$ cat config.mk
export PLATFORM = sky130hd
export DESIGN_NAME = ssd_sensor_link
export DESIGN_NICKNAME = d
export VERILOG_FILES = /design/src/hdl/ssd_pkg.sv /design/src/hdl/ssd_crc6.sv /design/src/hdl/ssd_sensor_link.sv
export VERILOG_INCLUDE_DIRS = /design/src /design/src/hdl
export SDC_FILE = /design/constraint.sdc
export NUM_CORES = 1
export LEC_CHECK = 0
export BUFFER_PORTS_ARGS = -buffer_cell sky130_fd_sc_hd__buf_4
export CORE_UTILIZATION = 54
export CTS_BUF_LIST = sky130_fd_sc_hd__clkbuf_4
export DETAILED_ROUTE_END_ITERATION = 10
export GPL_TIMING_DRIVEN = 0
export PLACE_DENSITY_LB_ADDON = 0.05
export SKIP_LAST_GASP = 1
export SLEW_MARGIN = 25
export SYNTH_ARGS = -nofsm -noshare
export SYNTH_HDL_FRONTEND = slang
export SYNTH_SLANG_ARGS = --single-unit
$ cat constraint.sdc
create_clock -name pclk -period 2.9 [get_ports pclk]
set_input_delay 0.435 -clock pclk [delete_from_list [all_inputs] [get_ports pclk]]
set_output_delay 0.435 -clock pclk [all_outputs]
set_load 0.01 [all_outputs]
$ cat src/hdl/ssd_defs.svh
`ifndef SSD_DEFS_SVH
`define SSD_DEFS_SVH

// Clock and sync period
`define SSD_CLK_MHZ 125
`define SSD_SYNC_PERIOD_US 500

// Serial messaging channel
`define SSD_SER_FRAMES 5'h12
`define SSD_CRC_FIRST_FRAME 5'h07
`define SSD_CRC_BITS 5'h06
`define SSD_CRC_LEN 6
`define SSD_CRC_INIT 6'h15
`define SSD_CRC_POLY 6'h19
`define SSD_CRC_ZEROS 6'h00
`define SSD_SER_BITS 24
`define SSD_FMT_POS 3

// Downlink frames
`define SSD_START_ZEROS 6'h05
`define SSD_START_ONES 6'h1F
`define SSD_RUN_MAX 6'h3F
`define SSD_POS_ZSTART 6'h02
`define SSD_POS_OSTART 6'h01
`define SSD_POS_LAST_START 6'h03
`define SSD_POS_BODY 6'h04
`define SSD_LEN_SHORT 6'h0F
`define SSD_LEN_LONG 6'h1D
`define SSD_LEN_XLONG 6'h25
`define SSD_DL_BITS 25
`define SSD_HDR_LAST 5'h05
`define SSD_ADDR_GLOBAL 3'h0
`define SSD_FC_LONG 3'h4
`define SSD_FC_XLONG 3'h6
`define SSD_RESP_PERIODS 2'h2

// Register offsets
`define SSD_OFS_CTRL 8'h00
`define SSD_OFS_SER_DATA 8'h04
`define SSD_OFS_SER_STAT 8'h08
`define SSD_OFS_DL_STAT 8'h0C
`define SSD_OFS_DL_DATA 8'h10
`define SSD_OFS_DEV_ADDR 8'h14

`endif

$ cat src/hdl/ssd_pkg.sv
package ssd_pkg;

    typedef enum logic [2:0] {
        SER_IDLE = 3'b001,
        SER_CALC = 3'b010,
        SER_RUN = 3'b100
    } ssd_ser_state_e;

    typedef enum logic [1:0] {
        DL_HUNT = 2'b01,
        DL_FRAME = 2'b10
    } ssd_dl_state_e;

    typedef struct packed {
        logic resp_en;
        logic pw_mode;
        logic fmt;
        logic ser_en;
    } ssd_ctrl_s;

    typedef struct packed {
        logic for_me;
        logic err;
        logic valid;
    } ssd_dl_stat_s;

endpackage : ssd_pkg

$ cat src/hdl/ssd_crc6.sv
`timescale 1ns/1ns
`include "ssd_defs.svh"
module ssd_crc6
    import ssd_pkg::*;
#(
    parameter int NBITS = `SSD_SER_BITS
)
(
    // Clock and reset
    input wire logic pclk,
    input wire logic presetn,
    // Request
    input wire logic start,
    input wire logic [NBITS-1:0] msg,
    // Result
    output logic busy,
    output logic [5:0] crc
);
    localparam int TOTAL = NBITS + `SSD_CRC_LEN;
    localparam int CW = $clog2(TOTAL + 1);

    logic [TOTAL-1:0] shift_reg;
    logic [CW-1:0] cnt_reg;
    logic [5:0] crc_reg;

    assign busy = cnt_reg != '0;
    assign crc = crc_reg;

    // Bit 0 of msg enters first; zeros trail the message
    always_ff @(posedge pclk or negedge presetn)
    begin
        if (!presetn)
        begin
            shift_reg <= '0;
            cnt_reg <= '0;
            crc_reg <= `SSD_CRC_INIT;
        end
        else if (start)
        begin
            shift_reg <= {`SSD_CRC_ZEROS, msg};
            cnt_reg <= CW'(TOTAL);
            crc_reg <= `SSD_CRC_INIT;
        end
        else if (busy)
        begin
            shift_reg <= shift_reg >> 1;
            cnt_reg <= cnt_reg - CW'(1);
            crc_reg <= {crc_reg[4:0], shift_reg[0]}
                ^ (crc_reg[5] ? `SSD_CRC_POLY : 6'h00);
        end
    end
endmodule : ssd_crc6

$ cat src/hdl/ssd_sensor_link.sv
// Implementation choices: the register addresses and the APB interface to the registers.
`timescale 1ns/1ns
`include "ssd_defs.svh"
// Functional notes
// - Serial message spans 18 frames, two bits each
// - Frame 8 second bit selects serial format
// - Messaging bits go in their frame's slot
// - Six-bit CRC, 1+x3+x4+x6, seed 010101
// - CRC input frames 7 to 18, first first
// - Six zeros appended; register holds checksum
// - Checksum sent top bit first
// - Tooth gap: pulse is one, gap zero
// - Pulse width: long pulse one, short zero
// - Tooth gap formats 1-3 only, never mixed
// - Frame: start bits, address/function/data, CRC
// - Optional response within two sync periods
// - Acknowledge optional, response only on request
// - Start is five zeros or 31 ones
// - Sync one every fourth bit, stripped
// - Normal data continues during downlink traffic
// - Frame length from address and function code
module ssd_sensor_link
    import ssd_pkg::*;
#(
    parameter int SYNC_PERIOD_CYC = `SSD_SYNC_PERIOD_US * `SSD_CLK_MHZ,
    parameter int LONG_PULSE_CYC = 1000
)
(
    // Clock and reset
    input wire logic pclk,
    input wire logic presetn,
    // APB slave
    input wire logic psel,
    input wire logic penable,
    input wire logic pwrite,
    input wire logic [7:0] paddr,
    input wire logic [31:0] pwdata,
    output logic [31:0] prdata,
    output logic pready,
    output logic pslverr,
    // Supply line sync comparator
    input wire logic sync_pin,
    // Sensor data frame encoder
    input wire logic slot_go,
    output logic first_messaging_bit,
    output logic second_messaging_bit,
    output logic dl_frame_done,
    output logic resp_active
);
    localparam int HALF_CYC = SYNC_PERIOD_CYC / 2;
    localparam int MISS_CYC = SYNC_PERIOD_CYC + HALF_CYC;
    localparam int TCW = $clog2(MISS_CYC + 1);

    ssd_ctrl_s ctrl_reg;
    ssd_dl_stat_s dl_stat_reg;
    ssd_ser_state_e ser_state_reg;
    ssd_dl_state_e dl_state_reg;
    logic [`SSD_SER_BITS-1:0] ser_data_reg;
    logic [`SSD_SER_BITS-1:0] content_reg;
    logic [`SSD_DL_BITS-1:0] dl_data_reg;
    logic [`SSD_DL_BITS-1:0] dl_shift_reg;
    logic [`SSD_DL_BITS-1:0] dat_next;
    logic [2:0] dev_addr_reg;
    logic [31:0] prdata_reg;
    logic [31:0] rd_val;
    logic rd_hit;
    logic pready_reg;
    logic pslverr_reg;
    logic wr_acc;
    logic sync_meta_reg;
    logic sync_sync_reg;
    logic sync_prev_reg;
    logic sync_rise;
    logic sync_fall;
    logic [TCW-1:0] gap_reg;
    logic [TCW-1:0] width_reg;
    logic bit_stb_next;
    logic bit_val_next;
    logic dbit_stb_reg;
    logic dbit_val_reg;
    logic [5:0] zrun_reg;
    logic [5:0] orun_reg;
    logic [5:0] pos_reg;
    logic [5:0] pos_next;
    logic [5:0] len_reg;
    logic [4:0] dcnt_reg;
    logic [2:0] dl_adr_reg;
    logic [4:0] idx_reg;
    logic [4:0] idx_next;
    logic [1:0] msg_bits_reg;
    logic [1:0] resp_cnt_reg;
    logic [1:0] resp_cnt_next;
    logic resp_active_reg;
    logic dl_done;
    logic dl_abort;
    logic dl_done_reg;
    logic crc_start_reg;
    logic crc_busy;
    logic [5:0] crc_val;

    function automatic logic bad_bit(input logic [5:0] pos, input logic v);
        if (pos[1:0] == 2'h0)
            bad_bit = !v;
        else if (pos == `SSD_POS_ZSTART)
            bad_bit = !v;
        else
            bad_bit = (pos == `SSD_POS_LAST_START) && v;
    endfunction : bad_bit

    function automatic logic [5:0] frame_len(input logic [2:0] adr,
                                             input logic [2:0] fc);
        if (adr == `SSD_ADDR_GLOBAL || fc < `SSD_FC_LONG)
            frame_len = `SSD_LEN_SHORT;
        else if (fc < `SSD_FC_XLONG)
            frame_len = `SSD_LEN_LONG;
        else
            frame_len = `SSD_LEN_XLONG;
    endfunction : frame_len

    function automatic logic [1:0] msg_bits(input logic [4:0] idx,
        input logic [`SSD_SER_BITS-1:0] cont, input logic [5:0] crc);
        logic [4:0] k;
        k = 5'h00;
        if (idx < `SSD_CRC_FIRST_FRAME)
            msg_bits = {1'b1, crc[3'(`SSD_CRC_BITS - idx)]};
        else
        begin
            k = 5'((idx - `SSD_CRC_FIRST_FRAME) << 1);
            msg_bits = {cont[k + 5'h01], cont[k]};
        end
    endfunction : msg_bits

    assign prdata = prdata_reg;
    assign pready = pready_reg;
    assign pslverr = pslverr_reg;
    assign first_messaging_bit = msg_bits_reg[0];
    assign second_messaging_bit = msg_bits_reg[1];
    assign dl_frame_done = dl_done_reg;
    assign resp_active = resp_active_reg;

    // Zero wait state: answer prepared in the setup cycle
    assign wr_acc = psel && penable && pready_reg && pwrite;

    always_comb
    begin
        rd_hit = 1'b1;
        rd_val = 32'h0000_0000;
        unique case (paddr)
            `SSD_OFS_CTRL: rd_val = 32'(ctrl_reg);
            `SSD_OFS_SER_DATA: rd_val = 32'(ser_data_reg);
            `SSD_OFS_SER_STAT: rd_val = 32'({crc_val, idx_reg});
            `SSD_OFS_DL_STAT: rd_val = 32'(dl_stat_reg);
            `SSD_OFS_DL_DATA: rd_val = 32'(dl_data_reg);
            `SSD_OFS_DEV_ADDR: rd_val = 32'(dev_addr_reg);
            default: rd_hit = 1'b0;
        endcase
    end

    always_ff @(posedge pclk or negedge presetn)
    begin
        if (!presetn)
        begin
            pready_reg <= 1'b0;
            pslverr_reg <= 1'b0;
            prdata_reg <= 32'h0000_0000;
        end
        else
        begin
            pready_reg <= psel && !penable;
            if (psel && !penable)
            begin
                pslverr_reg <= !rd_hit;
                prdata_reg <= pwrite ? 32'h0000_0000 : rd_val;
            end
        end
    end

    always_ff @(posedge pclk or negedge presetn)
    begin
        if (!presetn)
        begin
            ctrl_reg <= '0;
            ser_data_reg <= '0;
            dev_addr_reg <= 3'h0;
        end
        else if (wr_acc)
        begin
            if (paddr == `SSD_OFS_CTRL)
                ctrl_reg <= ssd_ctrl_s'(pwdata[$bits(ssd_ctrl_s)-1:0]);
            if (paddr == `SSD_OFS_SER_DATA)
                ser_data_reg <= pwdata[`SSD_SER_BITS-1:0];
            if (paddr == `SSD_OFS_DEV_ADDR)
                dev_addr_reg <= pwdata[2:0];
        end
    end

    // Serial channel; slot_go is never held off by downlink traffic
    assign idx_next = idx_reg + 5'h01;

    always_ff @(posedge pclk or negedge presetn)
    begin
        if (!presetn)
        begin
            ser_state_reg <= SER_IDLE;
            idx_reg <= 5'h00;
            content_reg <= '0;
            crc_start_reg <= 1'b0;
            msg_bits_reg <= 2'h0;
        end
        else
        begin
            crc_start_reg <= 1'b0;
            if (slot_go)
                msg_bits_reg <= 2'h0;
            unique case (ser_state_reg)
                SER_IDLE:
                begin
                    idx_reg <= 5'h00;
                    if (ctrl_reg.ser_en)
                    begin
                        content_reg <= ser_data_reg;
                        content_reg[`SSD_FMT_POS] <= ctrl_reg.fmt;
                        crc_start_reg <= 1'b1;
                        ser_state_reg <= SER_CALC;
                    end
                end
                SER_CALC:
                begin
                    if (!crc_start_reg && !crc_busy)
                        ser_state_reg <= SER_RUN;
                end
                SER_RUN:
                begin
                    if (slot_go)
                    begin
                        idx_reg <= idx_next;
                        msg_bits_reg <= msg_bits(idx_next, content_reg,
                                                 crc_val);
                        if (idx_next == `SSD_SER_FRAMES)
                            ser_state_reg <= SER_IDLE;
                    end
                end
            endcase
        end
    end

    // Checksum prepared long before frame 1 leaves
    ssd_crc6 #(
        .NBITS(`SSD_SER_BITS)
    ) u_crc (
        .pclk(pclk),
        .presetn(presetn),
        .start(crc_start_reg),
        .msg(content_reg),
        .busy(crc_busy),
        .crc(crc_val)
    );

    always_ff @(posedge pclk or negedge presetn)
    begin
        if (!presetn)
        begin
            sync_meta_reg <= 1'b0;
            sync_sync_reg <= 1'b0;
            sync_prev_reg <= 1'b0;
        end
        else
        begin
            sync_meta_reg <= sync_pin;
            sync_sync_reg <= sync_meta_reg;
            sync_prev_reg <= sync_sync_reg;
        end
    end

    assign sync_rise = sync_sync_reg && !sync_prev_reg;
    assign sync_fall = !sync_sync_reg && sync_prev_reg;

    // Gap window assumes a fixed sync period
    always_ff @(posedge pclk or negedge presetn)
    begin
        if (!presetn)
            gap_reg <= '0;
        else if (sync_rise)
            gap_reg <= '0;
        else if (gap_reg == TCW'(MISS_CYC))
            gap_reg <= TCW'(HALF_CYC);
        else
            gap_reg <= gap_reg + TCW'(1);
    end

    always_ff @(posedge pclk or negedge presetn)
    begin
        if (!presetn)
            width_reg <= '0;
        else if (sync_rise)
            width_reg <= '0;
        else if (sync_sync_reg && width_reg != '1)
            width_reg <= width_reg + TCW'(1);
    end

    always_comb
    begin
        bit_stb_next = 1'b0;
        bit_val_next = 1'b0;
        if (ctrl_reg.pw_mode)
        begin
            bit_stb_next = sync_fall;
            bit_val_next = width_reg >= TCW'(LONG_PULSE_CYC);
        end
        else if (sync_rise)
        begin
            bit_stb_next = 1'b1;
            bit_val_next = 1'b1;
        end
        else if (gap_reg == TCW'(MISS_CYC))
            bit_stb_next = 1'b1;
    end

    always_ff @(posedge pclk or negedge presetn)
    begin
        if (!presetn)
        begin
            dbit_stb_reg <= 1'b0;
            dbit_val_reg <= 1'b0;
        end
        else
        begin
            dbit_stb_reg <= bit_stb_next;
            dbit_val_reg <= bit_val_next;
        end
    end

    // Run lengths watched in every state, so a lost frame resyncs
    always_ff @(posedge pclk or negedge presetn)
    begin
        if (!presetn)
        begin
            zrun_reg <= 6'h00;
            orun_reg <= 6'h00;
        end
        else if (dbit_stb_reg)
        begin
            if (dbit_val_reg)
            begin
                zrun_reg <= 6'h00;
                if (orun_reg != `SSD_RUN_MAX)
                    orun_reg <= orun_reg + 6'h01;
            end
            else
            begin
                orun_reg <= 6'h00;
                if (zrun_reg != `SSD_RUN_MAX)
                    zrun_reg <= zrun_reg + 6'h01;
            end
        end
    end

    assign pos_next = pos_reg + 6'h01;
    assign dat_next = {dl_shift_reg[`SSD_DL_BITS-2:0], dbit_val_reg};
    assign dl_abort = dbit_stb_reg && dl_state_reg == DL_FRAME
        && bad_bit(pos_next, dbit_val_reg);
    assign dl_done = dbit_stb_reg && dl_state_reg == DL_FRAME
        && !bad_bit(pos_next, dbit_val_reg) && pos_next == len_reg;

    // Formats 1-3 are assembled only under tooth gap coding
    always_ff @(posedge pclk or negedge presetn)
    begin
        if (!presetn)
        begin
            dl_state_reg <= DL_HUNT;
            pos_reg <= 6'h00;
            dcnt_reg <= 5'h00;
            len_reg <= `SSD_LEN_XLONG;
            dl_shift_reg <= '0;
            dl_adr_reg <= 3'h0;
        end
        else if (ctrl_reg.pw_mode)
            dl_state_reg <= DL_HUNT;
        else if (dbit_stb_reg)
        begin
            unique case (dl_state_reg)
                DL_HUNT:
                begin
                    dcnt_reg <= 5'h00;
                    len_reg <= `SSD_LEN_XLONG;
                    // Bits of a dropped frame must not leak into the next
                    dl_shift_reg <= '0;
                    if (dbit_val_reg && zrun_reg >= `SSD_START_ZEROS)
                    begin
                        dl_state_reg <= DL_FRAME;
                        pos_reg <= `SSD_POS_ZSTART;
                    end
                    else if (!dbit_val_reg && orun_reg >= `SSD_START_ONES)
                    begin
                        dl_state_reg <= DL_FRAME;
                        pos_reg <= `SSD_POS_OSTART;
                    end
                end
                DL_FRAME:
                begin
                    pos_reg <= pos_next;
                    if (bad_bit(pos_next, dbit_val_reg) || dl_done)
                        dl_state_reg <= DL_HUNT;
                    else if (pos_next > `SSD_POS_BODY
                             && pos_next[1:0] != 2'h0)
                    begin
                        dl_shift_reg <= dat_next;
                        dcnt_reg <= dcnt_reg + 5'h01;
                        if (dcnt_reg == `SSD_HDR_LAST)
                        begin
                            // Address sits at the head, not at a fixed bit
                            dl_adr_reg <= dat_next[5:3];
                            len_reg <= frame_len(dat_next[5:3],
                                                 dat_next[2:0]);
                        end
                    end
                end
            endcase
        end
    end

    // Hardware set wins over software clear
    always_ff @(posedge pclk or negedge presetn)
    begin
        if (!presetn)
        begin
            dl_stat_reg <= '0;
            dl_data_reg <= '0;
            dl_done_reg <= 1'b0;
        end
        else
        begin
            dl_done_reg <= dl_done;
            if (dl_done)
            begin
                dl_data_reg <= dat_next;
                dl_stat_reg.for_me <= dl_adr_reg == dev_addr_reg;
            end
            dl_stat_reg.valid <= dl_done || (dl_stat_reg.valid
                && !(wr_acc && paddr == `SSD_OFS_DL_STAT
                     && pwdata[0]));
            dl_stat_reg.err <= dl_abort || (dl_stat_reg.err
                && !(wr_acc && paddr == `SSD_OFS_DL_STAT
                     && pwdata[1]));
        end
    end

    // Response only when software asks for it
    always_comb
    begin
        resp_cnt_next = resp_cnt_reg;
        if (dl_done && ctrl_reg.resp_en
            && dl_adr_reg == dev_addr_reg)
            resp_cnt_next = `SSD_RESP_PERIODS;
        else if (sync_rise && resp_cnt_reg != 2'h0)
            resp_cnt_next = resp_cnt_reg - 2'h1;
    end

    always_ff @(posedge pclk or negedge presetn)
    begin
        if (!presetn)
        begin
            resp_cnt_reg <= 2'h0;
            resp_active_reg <= 1'b0;
        end
        else
        begin
            resp_cnt_reg <= resp_cnt_next;
            resp_active_reg <= resp_cnt_next != 2'h0;
        end
    end
endmodule : ssd_sensor_link

==> impl_metrics.csv <==
group,metric,value,unit
outcome,run_status,"finished clean",
setup_path,crit_type,"flip-flop to flip-flop",
cells_and_area,fillerInstances,1778,
die,num_rows,54,
global_routing,gr-total-overflow,0,
synthesis,synth_ff_type,"sky130_fd_sc_hd__dfrtp_1",
die,die-height,151,µm
cells_and_area,syn_to_final_growth,18.2,%
cells_and_area,postLayoutCellArea,14100,µm²
cts,cts-root-to-sink-buffers,3,
place,hpwlAfterDp,18800,µm
setup_path,crit_slowest_cell,"sky130_fd_sc_hd__dfrtp_1",
global_routing,grt_antenna_before_repair,1,
drt,antenna_violating_nets_post_route,0,
drt,routed_wire_length_per_instance,16.8,µm
drt,drtIter0Drc,335,
drt,drt_drc_violations_left,0,
sta,setup_skew,0.0319,ns
drt,wl,26500,µm
global_routing,global_route.usage.total,24.5,%
sta,fmaxAchievable,361,MHz
setup_path,setup.worst_path.end_class,"flip-flop",
sta,drv_slew,0,
sta,finalCritPeriodShare,95.5,%
cells_and_area,drive_above_1_share,25.9,%
setup_path,critPathMaxFanout,8,
synthesis,synth_async_sr_flop_share,100,%
synthesis,post_synth_instance_area,11900,µm²
setup_path,crit_path_cell_trace,"and4_2, and3_1, and4_1, and3_1, ha_2, a21boi_2, nand4_1, nor3_4, nand4_1, xor2_1, nor2_1",
cts,tritoncts_clock_tree,"yes",
sta,grt_setup_unrepaired,"true",
die,placeableCoreArea,21800,µm²
cts,worst_skew_pair.late_latency,0.67,ns
global_routing,grt_pass1_vias,8525,
hold_path,timing.hold.worst.class,"input pin to flip-flop",
sta,final.hold.worst_slack,0.0506,ns
setup_path,start_kind,"flip-flop",
sta,max_slew.worst_pin.slew,0.795,ns
cts,clockRootBuffer,"sky130_fd_sc_hd__clkbuf_4",
place,io_buffers,67,
sta,finalSetupViolations,0,
synthesis,synth_warnings,0,
synthesis,synth_area_per_cell,11.2,µm²
place,gpl.final_weighted_congestion,0.848,
cells_and_area,finalCoreUtilization,64.9,%
die,die_w,151,µm
setup_path,arrival,3.28,ns
synthesis,postSynthCellCount,1070,
die,design.die.area,22700,µm²
cts,clk_pin_slew,0.06,ns
sta,slew_headroom,46.8,%
sta,hold_violations,0,
cts,htree_num_levels,3,
synthesis,synth.distinct_cells,72,
power,power_per_cell_area,672,nW/µm²
die,floorplan.io_pins,85,
cells_and_area,design.final.nets,1314,
place,placed_cell_area,12900,µm²
synthesis,synth_edf_count,0,
power,p_leak,6.60,nW
power,power.ir.vdd_worst,0.341,mV
setup_path,worst-endpoint-required,3.42,ns
global_routing,grt_start_max_net_pins,71,
cts,cts_buffers,72,
drt,post_drt_via_cell_ratio,5.54,
setup_path,worst_path_largest_cell_delay,0.42,ns
die,start_util,54.9,%
synthesis,yosysSeqAreaShare,53.5,%
cts,tritoncts_num_sinks,255,
drt,num_vias,8709,
run,max_cap_violations,0,
sta,setup-tns-final,0,ns
synthesis,synth.ff_latch_count,255,
global_routing,grt_pass1_wl,43100,µm
drt,detailedRoute.firstPassIterationCount,5,
sta,layout_min_cycle_time,2.77,ns
## metal layers
| metal | wire (µm) | global-route usage [%] | part of all wire (%) | vias up |
|---|---|---|---|---|
| met4 | 771 | 10.9 | 2.9 | 0 |
| li1 | - | - | - | 4225 |
| met5 | 0 | 0 | 0 | - |
| met3 | 931 | 4.42 | 3.5 | 59 |
| met2 | 13000 | 40.2 | 49 | 156 |
| met1 | 11800 | 31.6 | 44 | 4269 |
## cells in the mapped netlist (8+ instances only)
cell type                  number  area [µm²]
sky130_fd_sc_hd__mux2i_1       28         280
sky130_fd_sc_hd__ha_1          21         263
sky130_fd_sc_hd__mux4_2        10         225
sky130_fd_sc_hd__o22ai_1        8        50.1
sky130_fd_sc_hd__xnor2_1       14         123
sky130_fd_sc_hd__nor3_1        15        75.1
sky130_fd_sc_hd__inv_1         33         124
sky130_fd_sc_hd__a21oi_1       39         195
sky130_fd_sc_hd__a22oi_1       22         165
sky130_fd_sc_hd__mux2_4         8         120
sky130_fd_sc_hd__nand4_1       11        68.8
sky130_fd_sc_hd__o21ai_0       85         425
sky130_fd_sc_hd__xor2_1        28         245
sky130_fd_sc_hd__dfrtp_1      249        6230
sky130_fd_sc_hd__nand3_1       30         150
sky130_fd_sc_hd__clkbuf_1      32         120
sky130_fd_sc_hd__buf_4          9        67.6
sky130_fd_sc_hd__and3_1        10        62.6
sky130_fd_sc_hd__mux2_2        75         845
sky130_fd_sc_hd__a22o_1        30         263
sky130_fd_sc_hd__nand2_1      113         424
sky130_fd_sc_hd__nor2_1        65         244
sky130_fd_sc_hd__buf_2         10        50.1
## cell type report
type / count / area [µm²] / area share, %
plain buffers: 61 / 334 / 2.36
clock inverters: 15 / 136 / 0.965
repair buffers: 97 / 858 / 6.08
well taps: 280 / 350 / 2.48
clock buffers: 105 / 788 / 5.58
diodes: 1 / 2.50 / 0.0177
inverters: 34 / 128 / 0.903
flip-flops and latches: 255 / 6390 / 45.2
multi-input cells: 725 / 5140 / 36.4
## per-stage QoR
stage / cells / setup WS, ns / power, W
finish: 1573 / 0.131 / 0.00949
global placement: 1423 / -0.755 / 0.00608
detailed placement: 1426 / -0.815 / 0.00615
CTS: 1570 / 0.0187 / 0.00960
global route: 1573 / -0.0189 / 0.0100
floorplan: 1076 / 0.0556 / 0.00559
## timing repair
action                     in CTS  in global routing
buffers inserted                0                  2
hold buffers                   25                  0
hold endpoints to repair       86                  0
gates resized for setup         6                  5
setup endpoints to repair       8                  6
cloned                          0                  0
pin swaps                       0                  2
## worst max-delay path, delay by kind of cell, from the launching register on
family / cells / cell delay (ns)
compound gates: 1 / 0.19
xor+xnor: 1 / 0.15
fa+ha+maj: 1 / 0.22
simple gates: 8 / 1.65
flops: 1 / 0.42
## layout by cell type (no fill, tap or decap), drive strengths merged, types with 38 or more instances in the layout
master | netlist | final
nand2 | 113 | 113
clkbuf | 33 | 137
nor2 | 68 | 68
o21ai | 87 | 87
dfrtp | 249 | 249
mux2 | 83 | 83
inv | 34 | 38
a21oi | 39 | 39
buf | 29 | 101
## cell families (layout without fill, tap and decap cells)
logic type               count (synthesis)  after routing  share of synthesized area, %
multiplexers                           121            121                          12.3
AO/OA/AOI/OAI                          229            229                          12.4
XOR/XNOR                                44             44                          3.35
other                                    1              8                        0.0314
AND/OR/NAND/NOR                        303            303                          12.4
flip-flops                             255            255                          53.5
adder cells (fa/ha/maj)                 21             21                          2.20
buffers and inverters                   96            312                          3.85
## worst paths after layout
path                                          start                               to  slack, ns  cells past startpoint
min in group asynchronous                   presetn  u_crc.shift_reg[20]$_DFFE_PN0N_       0.30                      2
setup reg to reg           width_reg[6]$_DFFE_PN0P_         width_reg[9]$_DFFE_PN0P_       0.13                     11
setup / recovery           width_reg[6]$_DFFE_PN0P_         width_reg[9]$_DFFE_PN0P_       0.13                     11
max in group asynchronous                   presetn           len_reg[5]$_DFFE_PN1P_       1.84                      3
hold reg to reg             sync_meta_reg$_DFF_PN0_          sync_sync_reg$_DFF_PN0_       0.35                      0
hold / removal                            pwdata[1]      ser_data_reg[1]$_DFFE_PN0P_       0.05                      2
## report_power, final
group,internal [W],total [W],leakage [nW],switching [W]
logic,0.000831,0.00192,2.59,0.00109
clock network,0.00191,0.00338,0.557,0.00147
registers,0.00386,0.00419,3.45,0.000335
total,0.00660,0.00949,6.60,0.00289
Note: power is estimated with default switching activity, not from simulation.
